==> config.mk <==
export PLATFORM = sky130hd
export DESIGN_NAME = config_fuse_decoder
export DESIGN_NICKNAME = d
export VERILOG_FILES = /design/src/fuse_pkg.sv /design/src/postscale_decode.sv /design/src/config_fuse_decoder.sv
export SDC_FILE = /design/constraint.sdc
export NUM_CORES = 1
export LEC_CHECK = 0
export BUFFER_PORTS_ARGS = -buffer_cell sky130_fd_sc_hd__buf_2
export CAP_MARGIN = 20
export CORE_ASPECT_RATIO = 0.6
export CORE_MARGIN = 2
export CORE_UTILIZATION = 48
export CTS_CLUSTER_SIZE = 16
export DETAILED_ROUTE_END_ITERATION = 8
export PLACE_DENSITY = 0.85
export SLEW_MARGIN = 20
export SYNTH_ARGS = -nofsm -noshare
export SYNTH_HDL_FRONTEND = slang
export SYNTH_SLANG_ARGS = --single-unit
==> constraint.sdc <==
create_clock -name CORE_CLK -period 1.5 [get_ports CORE_CLK]
set_input_delay 0.225 -clock CORE_CLK [delete_from_list [all_inputs] [get_ports CORE_CLK]]
set_output_delay 0.225 -clock CORE_CLK [all_outputs]
set_load 0.01 [all_outputs]
==> src/fuse_pkg.sv <==
// package: configuration word field layouts, codes, ratio constants and loader states
package fuse_pkg;
   // oscillator configuration word fields
   localparam int OSC_PIN_FUNC_BIT = 5;
   localparam int REMAP_ONCE_BIT = 6;
   localparam int CLK_POLICY_LO = 7;
   localparam int PLL_WAIT_BIT = 9;
   // watchdog configuration word fields
   localparam int WDT_POST_LO = 0;
   localparam int WDT_PRE_BIT = 4;
   localparam int WDT_MODE_LO = 5;
   localparam int WDT_WATCHDOG_WINDOW_DISABLE_BIT = 7;
   localparam int WDT_WIN_LO = 8;
   // power and debug word fields
   localparam int BOR_EN_BIT = 3;
   localparam int DBG_CH_LO = 0;
   // word indices into configuration memory
   localparam logic [2:0] IDX_OSC = 3'h0;
   localparam logic [2:0] IDX_WDT = 3'h1;
   localparam logic [2:0] IDX_POR = 3'h2;
   localparam logic [2:0] IDX_DBG = 3'h3;
   localparam logic [2:0] IDX_DMT_IVL = 3'h4;
   localparam logic [2:0] IDX_DMT_IVH = 3'h5;
   localparam logic [2:0] IDX_DMT_CNTL = 3'h6;
   localparam logic [2:0] IDX_LAST = 3'h6;
   localparam int WORD_COUNT = 7;
   // erased flash reads as all ones
   localparam logic [15:0] ERASED_WORD = 16'hffff;
   // clock switch policy codes
   localparam logic [1:0] CKSW_BOTH_ON = 2'h0;
   localparam logic [1:0] CKSW_NO_MON = 2'h1;
   // watchdog enable mode codes
   localparam logic [1:0] WDT_OFF = 2'h0;
   localparam logic [1:0] WDT_ACTIVE = 2'h1;
   localparam logic [1:0] WDT_SOFT = 2'h2;
   localparam logic [1:0] WDT_HARD = 2'h3;
   // prescale ratios
   localparam logic [7:0] PRE_RATIO_HI = 8'h80;
   localparam logic [7:0] PRE_RATIO_LO = 8'h20;
   // window sizes in eighths of the period
   localparam logic [2:0] WIN_75 = 3'h6;
   localparam logic [2:0] WIN_50 = 3'h4;
   localparam logic [2:0] WIN_375 = 3'h3;
   localparam logic [2:0] WIN_25 = 3'h2;
   // debug pin pair one-hot
   localparam logic [2:0] PAIR_1 = 3'h1;
   localparam logic [2:0] PAIR_2 = 3'h2;
   localparam logic [2:0] PAIR_3 = 3'h4;
   localparam logic [2:0] PAIR_NONE = 3'h0;
   localparam logic [1:0] DBG_CODE_P1 = 2'h3;
   localparam logic [1:0] DBG_CODE_P2 = 2'h2;
   localparam logic [1:0] DBG_CODE_P3 = 2'h1;
   // 32-bit halves
   localparam int HALF_W = 16;
   // one postscale step doubles the ratio
   localparam logic [15:0] POST_UNIT = 16'h0001;
   // loader states
   typedef enum logic [1:0] {S_LOAD, S_WAIT, S_DONE} load_state_t;
endpackage

==> src/postscale_decode.sv <==
// module: watchdog postscale code to division ratio
module postscale_decode (
   // code in
   input wire logic [3:0] code,
   // ratio out, code 15 gives 32768
   output logic [15:0] ratio
);
   // each code is double the code below, so 1111 -> 32768, 1110 -> 16384
   always_comb begin
      ratio = fuse_pkg::POST_UNIT << code;
   end
endmodule

==> src/config_fuse_decoder.sv <==
// module: reset-time loader and decoder of configuration words
module config_fuse_decoder #(
   parameter int WORD_W = 16
) (
   // clock and reset
   input wire logic CORE_CLK,
   input wire logic RST_N,
   // configuration memory read port (one cycle latency)
   output logic [2:0] CFG_ADDR,
   input wire logic [WORD_W-1:0] CFG_DATA,
   // live status from clock, sleep and software
   input wire logic XTAL_OR_HS_MODE,
   input wire logic SLEEP_ACTIVE,
   input wire logic SOFT_WATCHDOG_ENABLE,
   input wire logic PLL_LOCKED,
   input wire logic PLL_SWITCH_REQ,
   input wire logic REMAP_REQ,
   // load status
   output logic CFG_LOADED,
   // oscillator controls
   output logic SECOND_OSCILLATOR_PIN_CLOCK_OUT,
   output logic REMAP_ALLOWED,
   output logic CLOCK_SWITCH_EN,
   output logic FAILSAFE_MON_EN,
   output logic PLL_SWITCH_GO,
   // watchdog controls
   output logic [15:0] WDT_POST_RATIO,
   output logic [7:0] WDT_PRE_RATIO,
   output logic WDT_RUN,
   output logic WDT_SOFT_BIT_LIVE,
   output logic WDT_WINDOW_MODE,
   output logic [2:0] WDT_WINDOW_EIGHTHS,
   // reset and debug controls
   output logic BOR_EN,
   output logic [2:0] DEBUG_PAIR,
   output logic DEBUG_RESERVED,
   // deadman values
   output logic [31:0] DMT_INTERVAL,
   output logic [31:0] DMT_COUNT
);
   // raw word store, flip-flops indexed by word number
   localparam int WORD_COUNT_P = fuse_pkg::WORD_COUNT;
   logic [WORD_W-1:0] words [WORD_COUNT_P];
   logic [WORD_W-1:0] next_words [WORD_COUNT_P];
   fuse_pkg::load_state_t state, next_state;
   logic [2:0] addr, next_addr;
   logic [2:0] cap, next_cap; // index of word now on CFG_DATA
   logic remap_used, next_remap_used; // one-way remap latch
   logic [15:0] post_ratio;

   // decoded views of the held words
   logic [15:0] w_osc, w_wdt, w_por, w_dbg;
   assign w_osc = words[fuse_pkg::IDX_OSC][15:0];
   assign w_wdt = words[fuse_pkg::IDX_WDT][15:0];
   assign w_por = words[fuse_pkg::IDX_POR][15:0];
   assign w_dbg = words[fuse_pkg::IDX_DBG][15:0];

   // two-bit field pick, used for every two-bit coded field (the four-bit postscale code goes to postscale_decode)
   function automatic logic [1:0] field2(input logic [15:0] w,
                                         input int lo);
      field2 = w[lo +: 2];
   endfunction

   // loader: walk all words once after reset, then freeze
   always_comb begin
      next_state = state;
      next_addr = addr;
      next_cap = cap;
      next_words = words;
      next_remap_used = remap_used;
      unique case (state)
         fuse_pkg::S_LOAD: begin
            next_cap = addr;
            next_state = fuse_pkg::S_WAIT;
            if (addr != fuse_pkg::IDX_LAST) begin
               next_addr = 3'(addr + 3'h1);
            end
         end
         fuse_pkg::S_WAIT: begin
            // data for cap arrives now; store it
            next_words[cap] = CFG_DATA;
            if (cap == fuse_pkg::IDX_LAST) begin
               next_state = fuse_pkg::S_DONE;
            end else begin
               next_cap = addr;
               if (addr != fuse_pkg::IDX_LAST) begin
                  next_addr = 3'(addr + 3'h1);
               end
            end
         end
         fuse_pkg::S_DONE: begin
            // nothing changes words until the next reset
            if (REMAP_REQ && w_osc[fuse_pkg::REMAP_ONCE_BIT]) begin
               next_remap_used = 1'b1;
            end
         end
      endcase
   end

   // loader registers; words reset to erased value
   always_ff @(posedge CORE_CLK or negedge RST_N) begin
      if (!RST_N) begin
         state <= fuse_pkg::S_LOAD;
         addr <= fuse_pkg::IDX_OSC;
         cap <= fuse_pkg::IDX_OSC;
         remap_used <= 1'b0;
         for (int i = 0; i < WORD_COUNT_P; i++) begin
            words[i] <= WORD_W'(fuse_pkg::ERASED_WORD);
         end
      end else begin
         state <= next_state;
         addr <= next_addr;
         cap <= next_cap;
         remap_used <= next_remap_used;
         words <= next_words;
      end
   end

   postscale_decode postscale_decode_i (
      .code(w_wdt[fuse_pkg::WDT_POST_LO +: 4]),
      .ratio(post_ratio)
   );

   // output decode, next values
   logic next_loaded, next_second_oscillator_pin, next_remap, next_cksw, next_fscm;
   logic next_pllgo, next_run, next_soft, next_winmode, next_bor;
   logic next_dres;
   logic [7:0] next_pre;
   logic [2:0] next_win, next_pair;
   logic [31:0] next_interval, next_count; // deadman values
   logic loaded;
   assign loaded = (state == fuse_pkg::S_DONE);

   // decode runs every cycle; the held words keep results that use no live input constant
   always_comb begin
      next_loaded = loaded;
      // clock output only outside crystal and high-speed modes
      next_second_oscillator_pin = w_osc[fuse_pkg::OSC_PIN_FUNC_BIT] &&
                  !XTAL_OR_HS_MODE;
      // lock bit clear: unlimited remaps; set: first one only
      next_remap = loaded && !remap_used;
      if (!w_osc[fuse_pkg::REMAP_ONCE_BIT]) begin
         next_remap = loaded;
      end
      // clock switch policy
      next_cksw = 1'b0;
      next_fscm = 1'b0;
      unique case (field2(w_osc, fuse_pkg::CLK_POLICY_LO))
         fuse_pkg::CKSW_BOTH_ON: begin
            next_cksw = 1'b1;
            next_fscm = 1'b1;
         end
         fuse_pkg::CKSW_NO_MON: begin
            next_cksw = 1'b1;
         end
         default: begin
            next_cksw = 1'b0;
         end
      endcase
      // pll switch waits for lock only when asked; a policy that
      // forbids switching also blocks the pll switch
      next_pllgo = PLL_SWITCH_REQ && next_cksw && loaded &&
                   (PLL_LOCKED ||
                    !w_osc[fuse_pkg::PLL_WAIT_BIT]);
      // prescale bit picks the larger ratio when set
      if (w_wdt[fuse_pkg::WDT_PRE_BIT]) begin
         next_pre = fuse_pkg::PRE_RATIO_HI;
      end else begin
         next_pre = fuse_pkg::PRE_RATIO_LO;
      end
      // watchdog enable mode; run stays low until all words are in
      next_run = 1'b0;
      next_soft = 1'b0;
      unique case (field2(w_wdt, fuse_pkg::WDT_MODE_LO))
         fuse_pkg::WDT_HARD: next_run = 1'b1;
         fuse_pkg::WDT_SOFT: begin
            next_run = SOFT_WATCHDOG_ENABLE;
            next_soft = 1'b1;
         end
         fuse_pkg::WDT_ACTIVE: next_run = !SLEEP_ACTIVE;
         fuse_pkg::WDT_OFF: next_run = 1'b0;
      endcase
      next_run = next_run && loaded;
      next_winmode = !w_wdt[fuse_pkg::WDT_WATCHDOG_WINDOW_DISABLE_BIT];
      next_win = fuse_pkg::WIN_75;
      unique case (field2(w_wdt, fuse_pkg::WDT_WIN_LO))
         2'h3: next_win = fuse_pkg::WIN_25;
         2'h2: next_win = fuse_pkg::WIN_375;
         2'h1: next_win = fuse_pkg::WIN_50;
         2'h0: next_win = fuse_pkg::WIN_75;
      endcase
      next_bor = w_por[fuse_pkg::BOR_EN_BIT];
      next_dres = 1'b0;
      next_pair = fuse_pkg::PAIR_NONE;
      unique case (field2(w_dbg, fuse_pkg::DBG_CH_LO))
         fuse_pkg::DBG_CODE_P1: next_pair = fuse_pkg::PAIR_1;
         fuse_pkg::DBG_CODE_P2: next_pair = fuse_pkg::PAIR_2;
         fuse_pkg::DBG_CODE_P3: next_pair = fuse_pkg::PAIR_3;
         default: begin
            // reserved code: route nowhere and flag it
            next_pair = fuse_pkg::PAIR_NONE;
            next_dres = 1'b1;
         end
      endcase
      // interval: high word over low word
      next_interval = {words[fuse_pkg::IDX_DMT_IVH][15:0],
                       words[fuse_pkg::IDX_DMT_IVL][15:0]};
      // count: only the low half is configured; high half zero
      next_count = {16'h0,
                    words[fuse_pkg::IDX_DMT_CNTL][15:0]};
   end

   // output registers; safe defaults in reset, then decoded from the words as they load
   always_ff @(posedge CORE_CLK or negedge RST_N) begin
      if (!RST_N) begin
         CFG_ADDR <= fuse_pkg::IDX_OSC;
         CFG_LOADED <= 1'b0;
         SECOND_OSCILLATOR_PIN_CLOCK_OUT <= 1'b0;
         REMAP_ALLOWED <= 1'b0;
         CLOCK_SWITCH_EN <= 1'b0;
         FAILSAFE_MON_EN <= 1'b0;
         PLL_SWITCH_GO <= 1'b0;
         WDT_POST_RATIO <= fuse_pkg::POST_UNIT;
         WDT_PRE_RATIO <= fuse_pkg::PRE_RATIO_LO;
         WDT_RUN <= 1'b0;
         WDT_SOFT_BIT_LIVE <= 1'b0;
         WDT_WINDOW_MODE <= 1'b0;
         WDT_WINDOW_EIGHTHS <= fuse_pkg::WIN_75;
         BOR_EN <= 1'b0;
         DEBUG_PAIR <= fuse_pkg::PAIR_NONE;
         DEBUG_RESERVED <= 1'b0;
         DMT_INTERVAL <= 32'h0;
         DMT_COUNT <= 32'h0;
      end else begin
         CFG_ADDR <= next_addr;
         CFG_LOADED <= next_loaded;
         SECOND_OSCILLATOR_PIN_CLOCK_OUT <= next_second_oscillator_pin;
         REMAP_ALLOWED <= next_remap;
         CLOCK_SWITCH_EN <= next_cksw;
         FAILSAFE_MON_EN <= next_fscm;
         PLL_SWITCH_GO <= next_pllgo;
         WDT_POST_RATIO <= post_ratio;
         WDT_PRE_RATIO <= next_pre;
         WDT_RUN <= next_run;
         WDT_SOFT_BIT_LIVE <= next_soft;
         WDT_WINDOW_MODE <= next_winmode;
         WDT_WINDOW_EIGHTHS <= next_win;
         BOR_EN <= next_bor;
         DEBUG_PAIR <= next_pair;
         DEBUG_RESERVED <= next_dres;
         DMT_INTERVAL <= next_interval;
         DMT_COUNT <= next_count;
      end
   end

   // once loaded the words never change until reset
   words_frozen_a: assert property (
      @(posedge CORE_CLK) disable iff (!RST_N)
      $past(loaded) |-> $stable(DMT_INTERVAL))
      else $error("deadman interval changed after load");
   policy_hi_a: assert property (
      @(posedge CORE_CLK) disable iff (!RST_N)
      w_osc[fuse_pkg::CLK_POLICY_LO + 1] ##1 $stable(w_osc)
      |-> !CLOCK_SWITCH_EN && !FAILSAFE_MON_EN)
      else $error("policy 1x left switching on");
   monitor_on_a: assert property (
      @(posedge CORE_CLK) disable iff (!RST_N)
      field2(w_osc, fuse_pkg::CLK_POLICY_LO) == fuse_pkg::CKSW_BOTH_ON
      ##1 $stable(w_osc) |-> CLOCK_SWITCH_EN && FAILSAFE_MON_EN)
      else $error("policy 00 left monitor off");
   pll_wait_a: assert property (
      @(posedge CORE_CLK) disable iff (!RST_N)
      PLL_SWITCH_GO |-> $past(PLL_LOCKED) ||
      !$past(w_osc[fuse_pkg::PLL_WAIT_BIT]))
      else $error("pll switch without lock");
   wdt_hard_a: assert property (
      @(posedge CORE_CLK) disable iff (!RST_N)
      loaded && field2(w_wdt, fuse_pkg::WDT_MODE_LO) == fuse_pkg::WDT_HARD
      |=> WDT_RUN)
      else $error("hard watchdog not running");
   wdt_soft_a: assert property (
      @(posedge CORE_CLK) disable iff (!RST_N)
      loaded && field2(w_wdt, fuse_pkg::WDT_MODE_LO) == fuse_pkg::WDT_SOFT
      |=> WDT_RUN == $past(SOFT_WATCHDOG_ENABLE))
      else $error("soft watchdog not following bit");
   wdt_sleep_a: assert property (
      @(posedge CORE_CLK) disable iff (!RST_N)
      field2(w_wdt, fuse_pkg::WDT_MODE_LO) == fuse_pkg::WDT_ACTIVE
      && SLEEP_ACTIVE |=> !WDT_RUN)
      else $error("watchdog ran in sleep");
   post_ratio_a: assert property (
      @(posedge CORE_CLK) disable iff (!RST_N)
      w_wdt[3:0] == 4'hf |=> WDT_POST_RATIO == 16'h8000)
      else $error("postscale 1111 not 32768");
   pre_ratio_a: assert property (
      @(posedge CORE_CLK) disable iff (!RST_N)
      w_wdt[fuse_pkg::WDT_PRE_BIT] |=> WDT_PRE_RATIO == 8'h80)
      else $error("prescale set not 128");
   remap_once_a: assert property (
      @(posedge CORE_CLK) disable iff (!RST_N)
      remap_used |-> ##1 !REMAP_ALLOWED)
      else $error("second remap allowed");
   debug_pair_a: assert property (
      @(posedge CORE_CLK) disable iff (!RST_N)
      field2(w_dbg, fuse_pkg::DBG_CH_LO) == fuse_pkg::DBG_CODE_P1
      |=> DEBUG_PAIR == fuse_pkg::PAIR_1)
      else $error("debug code 11 not pair 1");
   // crystal or high-speed mode always frees the pin from clock out
   osc_pin_a: assert property (
      @(posedge CORE_CLK) disable iff (!RST_N)
      XTAL_OR_HS_MODE |=> !SECOND_OSCILLATOR_PIN_CLOCK_OUT)
      else $error("clock out driven in crystal mode");
   bor_enable_a: assert property (
      @(posedge CORE_CLK) disable iff (!RST_N)
      CFG_LOADED |-> BOR_EN == w_por[fuse_pkg::BOR_EN_BIT])
      else $error("brown-out enable not the loaded bit");
endmodule

==> metrics.log <==
[metrics] result of the run: finished, final reports clean
[metrics] global-route usage over all layers: 0.1705
[metrics] layout overhead on the synthesized area: 27.97%
[metrics] worst-case setup slack after placement: -0.01048 ns
[metrics] arrival time at the worst endpoint: 1.84 ns
[metrics] end-of-flow core utilization: 0.6262
[metrics] main flop type after synthesis: sky130_fd_sc_hd__dfrtp_1
[metrics] Slew Limit Fails: 0
[metrics] fraction of final layout cells with drive strength greater than 1: 0.6258
[metrics] Finish-stage setup viols: 0
[metrics] Initial DRT Pass Iterations: 4
[metrics] total vias in the final route: 2885
[metrics] Reg clk slew, reported paths: about 0.06 ns
[metrics] cells after synthesis: 328
[metrics] most frequent cells after synthesis: sky130_fd_sc_hd__dfrtp_1 (88), sky130_fd_sc_hd__dfstp_2 (70), sky130_fd_sc_hd__mux2_2 (57)
[metrics] number of buffers inserted by port buffering: 109
[metrics] standby leakage power: 0.003303 uW
[metrics] setup repair after global routing missed its margin: true
[metrics] area leader, netlist: sky130_fd_sc_hd__dfrtp_1
[metrics] share of total power in sequential cells: 0.479
[metrics] achievable clock frequency: approximately 670 MHz
[metrics] clock tree root buffer cell: sky130_fd_sc_hd__clkbuf_16
[metrics] met1 global-route usage: 0.2233
[metrics] crit path capture type: flop
[metrics] Worst Setup Start Kind: flop
[metrics] TritonCTS clock tree: yes
[metrics] CTS max path bufs: 2
[metrics] relative contribution of the clock network to total power: 0.470
[metrics] initial core utilization: 0.4893
[metrics] number of enable flip-flop cells after synthesis: 0
[metrics] Placeable Area: roughly 11000 um^2
[metrics] Residual DRC: 0
[metrics] Mapped Area: about 5500 um^2
[metrics] die outline area: roughly 12000 um^2
[metrics] pin count of the biggest net entering global routing: 50
[metrics] Switch Pwr: between 2000 and 2500 uW
[metrics] top-level port count: between 100 and 150
[metrics] GR Overflow Total: 0
[metrics] Net count, final: a little under 500
[metrics] Vias/cell: about 4.6
[metrics] most common cell in the netlist: sky130_fd_sc_hd__dfrtp_1
[metrics] cells taking the most area after synthesis: sky130_fd_sc_hd__dfrtp_1 (40%), sky130_fd_sc_hd__dfstp_2 (33%), sky130_fd_sc_hd__mux2_2 (12%), sky130_fd_sc_hd__buf_4 (3.1%), sky130_fd_sc_hd__mux2_4 (2.5%)
[metrics] vertical extent of the die: about 87 um
[metrics] Distinct cells, synth: 37
[metrics] slowest cell on the critical path: sky130_fd_sc_hd__dfrtp_2
[metrics] met3 usage: 0.04893
[metrics] number of max-cap violations: 0
[metrics] area fraction of the dominant cell type after synthesis: 0.3996
[metrics] required time of the critical path: between 1.5 and 2 ns
[metrics] hold slack: between 0.06 and 0.07 ns
[metrics] Int Pwr: about 7600 uW
[metrics] CP peak stage delay: 0.43 ns
[metrics] total negative setup slack: 0 ns
[metrics] Hold WC Path Type: primary input to flop
[metrics] Post-synth ARST share: 1.000
[metrics] detailed placement HPWL: approximately 7000 um
[metrics] number of inserted filler cells in the final layout: between 800 and 900
[metrics] Die Width: 142.3 um
[metrics] Placer Congestion: 0.7782
[metrics] sequential fraction of the synthesis area: 0.7334
[metrics] Min Clock Period, post-route: 1.499 ns
[metrics] GR Util met2: 0.2670
[metrics] combinational group share of total power: 0.051
[metrics] number of antenna violations at the first check in global routing: 0
[metrics] area occupied by multi-input gates: ~1300 um^2
[metrics] worst-case setup margin in the final layout: a little under 0.0007 ns
[metrics] final wirelength: about 10000 um
[metrics] number of global-route vias before repair: ~3000
[metrics] Final ANT Viol Nets: 0
[metrics] chain of cells forming the critical path: nor3b_4 -> and3_4 -> buf_4 -> mux2_2
[metrics] DRT iter0 DRCs: 98
[metrics] Pwr Density: about 1400 nW/um^2
[metrics] number of H-tree levels: 4
[metrics] DR WL/cell: roughly 17 um
[metrics] Crit Path Class: flop to flop
[metrics] total clock sinks: about 160
[metrics] net switching fraction of the power: 0.2171
[metrics] worst vdd rail ir drop: about 830 uV
[metrics] Clock Skew: ~0.0065 ns
[metrics] GRT busiest layer: met2
[metrics] Final Hold Fails: 0
[metrics] flops & latches, synth: 158
[metrics] Skew-Pair Late Insertion Delay: about 0.42 ns
[metrics] ANT cells: 0
[metrics] synth warn: 0
[metrics] first-pass GRT wire length: about 16000 um
[metrics] number of placement rows: 30
[metrics] highest net fanout along the worst path: 4
[metrics] mean cell area of the mapped netlist: 16.80 um^2
[metrics] area taken by flip-flops and latches: roughly 4000 um^2
[metrics] CTS buffer count: 17
[metrics] Tcrit/Tclk final: 0.9995
[metal layers]
metal  part of all wire  up-vias
li1                   -     1338
met1               0.47     1461
met2               0.47       73
met3              0.046       13
met4              0.015        0
met5                  0        -
[stage by stage]
stage / total power (uW) / instance area, um^2 / cells
3_3_place_gp: 5139 / 6266 / 588
4_1_cts: 9767 / 6923 / 622
3_5_place_dp: 5171 / 6266 / 588
6_report: 9656 / 7052 / 625
2_1_floorplan: 4907 / 5589 / 349
5_1_grt: 10010 / 7052 / 625
[kinds of logic after synthesis]
group	synth area share
multiplexers	0.1449
AO/OA/AOI/OAI	0.01203
XOR/XNOR	0.001590
AND/OR/NAND/NOR	0.05268
adder cells (fa/ha/maj)	0.004541
flip-flops	0.7334
other	0.0006805
buffers and inverters	0.05018
[power groups by stage]
stage               logic [uW]  clock network [uW]  registers [uW]
finish                     488                4540            4630
global route               541                4820            4650
CTS                        484                4660            4620
detailed placement         477                   0            4690
global placement           456                   0            4680
floorplan                  184                   0            4720
[sequential cells by signal, summed over array words and instances, names as in the netlist, 2 cells and up]
| name | count |
|---|---|
| next_interval | 32 |
| cap | 3 |
| WDT_WINDOW_EIGHTHS | 3 |
| w_osc | 5 |
| WDT_POST_RATIO | 16 |
| WDT_PRE_RATIO | 2 |
| DMT_INTERVAL | 32 |
| state | 2 |
| DEBUG_PAIR | 3 |
| w_wdt | 10 |
| DMT_COUNT | 16 |
| next_count | 16 |
| CFG_ADDR | 3 |
| w_dbg | 2 |
[worst max-delay path, delay by kind of cell (launching register included)]
| kind | cells | cell delay (ns) |
|---|---|---|
| flops | 1 | 0.43 |
| simple gates | 2 | 0.51 |
| buf+inv | 1 | 0.14 |
| mux | 1 | 0.34 |
[repair_timing]
| item | 4_1_cts | 5_1_grt |
|---|---|---|
| hold buffers | 2 | 0 |
| resized for setup | 1 | 20 |
| endpoints found under the setup margin | 12 | 44 |
| hold endpoints to repair | 18 | 0 |
| cloned | 0 | 2 |
| buffers inserted | 0 | 1 |
| pin swaps | 0 | 0 |
[layout by cell type, fill, tap and decap left out, types with 3 or more instances in the layout]
| cell | n |
|---|---|
| sky130_fd_sc_hd__mux2_4 | 26 |
| sky130_fd_sc_hd__nand2_1 | 6 |
| sky130_fd_sc_hd__nor3_1 | 6 |
| sky130_fd_sc_hd__clkinv_2 | 4 |
| sky130_fd_sc_hd__inv_6 | 4 |
| sky130_fd_sc_hd__nand2b_1 | 5 |
| sky130_fd_sc_hd__clkbuf_16 | 19 |
| sky130_fd_sc_hd__nor2_1 | 14 |
| sky130_fd_sc_hd__mux2_2 | 40 |
| sky130_fd_sc_hd__inv_1 | 11 |
| sky130_fd_sc_hd__buf_12 | 6 |
| sky130_fd_sc_hd__dfrtp_1 | 87 |
| sky130_fd_sc_hd__bufinv_16 | 4 |
| sky130_fd_sc_hd__buf_2 | 108 |
| sky130_fd_sc_hd__a21oi_1 | 3 |
| sky130_fd_sc_hd__conb_1 | 22 |
| sky130_fd_sc_hd__nor2b_1 | 5 |
| sky130_fd_sc_hd__dfstp_2 | 70 |
| sky130_fd_sc_hd__buf_4 | 8 |
[path summary, 6_finish.rpt]
kind / from / endpoint / slack, ns / depth (start not counted)
worst max register to register: cap[0]$_DFFE_PN0P_ / next_count[0]$_DFFE_PN1P_ / 0.0007 / 4
worst max-delay path: cap[0]$_DFFE_PN0P_ / next_count[0]$_DFFE_PN1P_ / 0.0007 / 4
worst min register to register: next_count[2]$_DFFE_PN1P_ / DMT_COUNT[2]$_DFF_PN0_ / 0.40 / 0
worst min-delay path: SLEEP_ACTIVE / WDT_RUN$_DFF_PN0_ / 0.06 / 3
min in group asynchronous: RST_N / DMT_INTERVAL[18]$_DFF_PN0_ / 0.29 / 2
max in group asynchronous: RST_N / next_interval[15]$_DFFE_PN1P_ / 0.55 / 3
[area by class of cell]
cell class	instances	area share
clock buffers	17	0.06033
clock inverters	15	0.02928
inverters	11	0.005855
multi-input cells	152	0.1904
flip-flops and latches	158	0.5733
well taps	144	0.02555
repair buffers	128	0.1153
No activity file was read; power rests on OpenSTA's default activity.
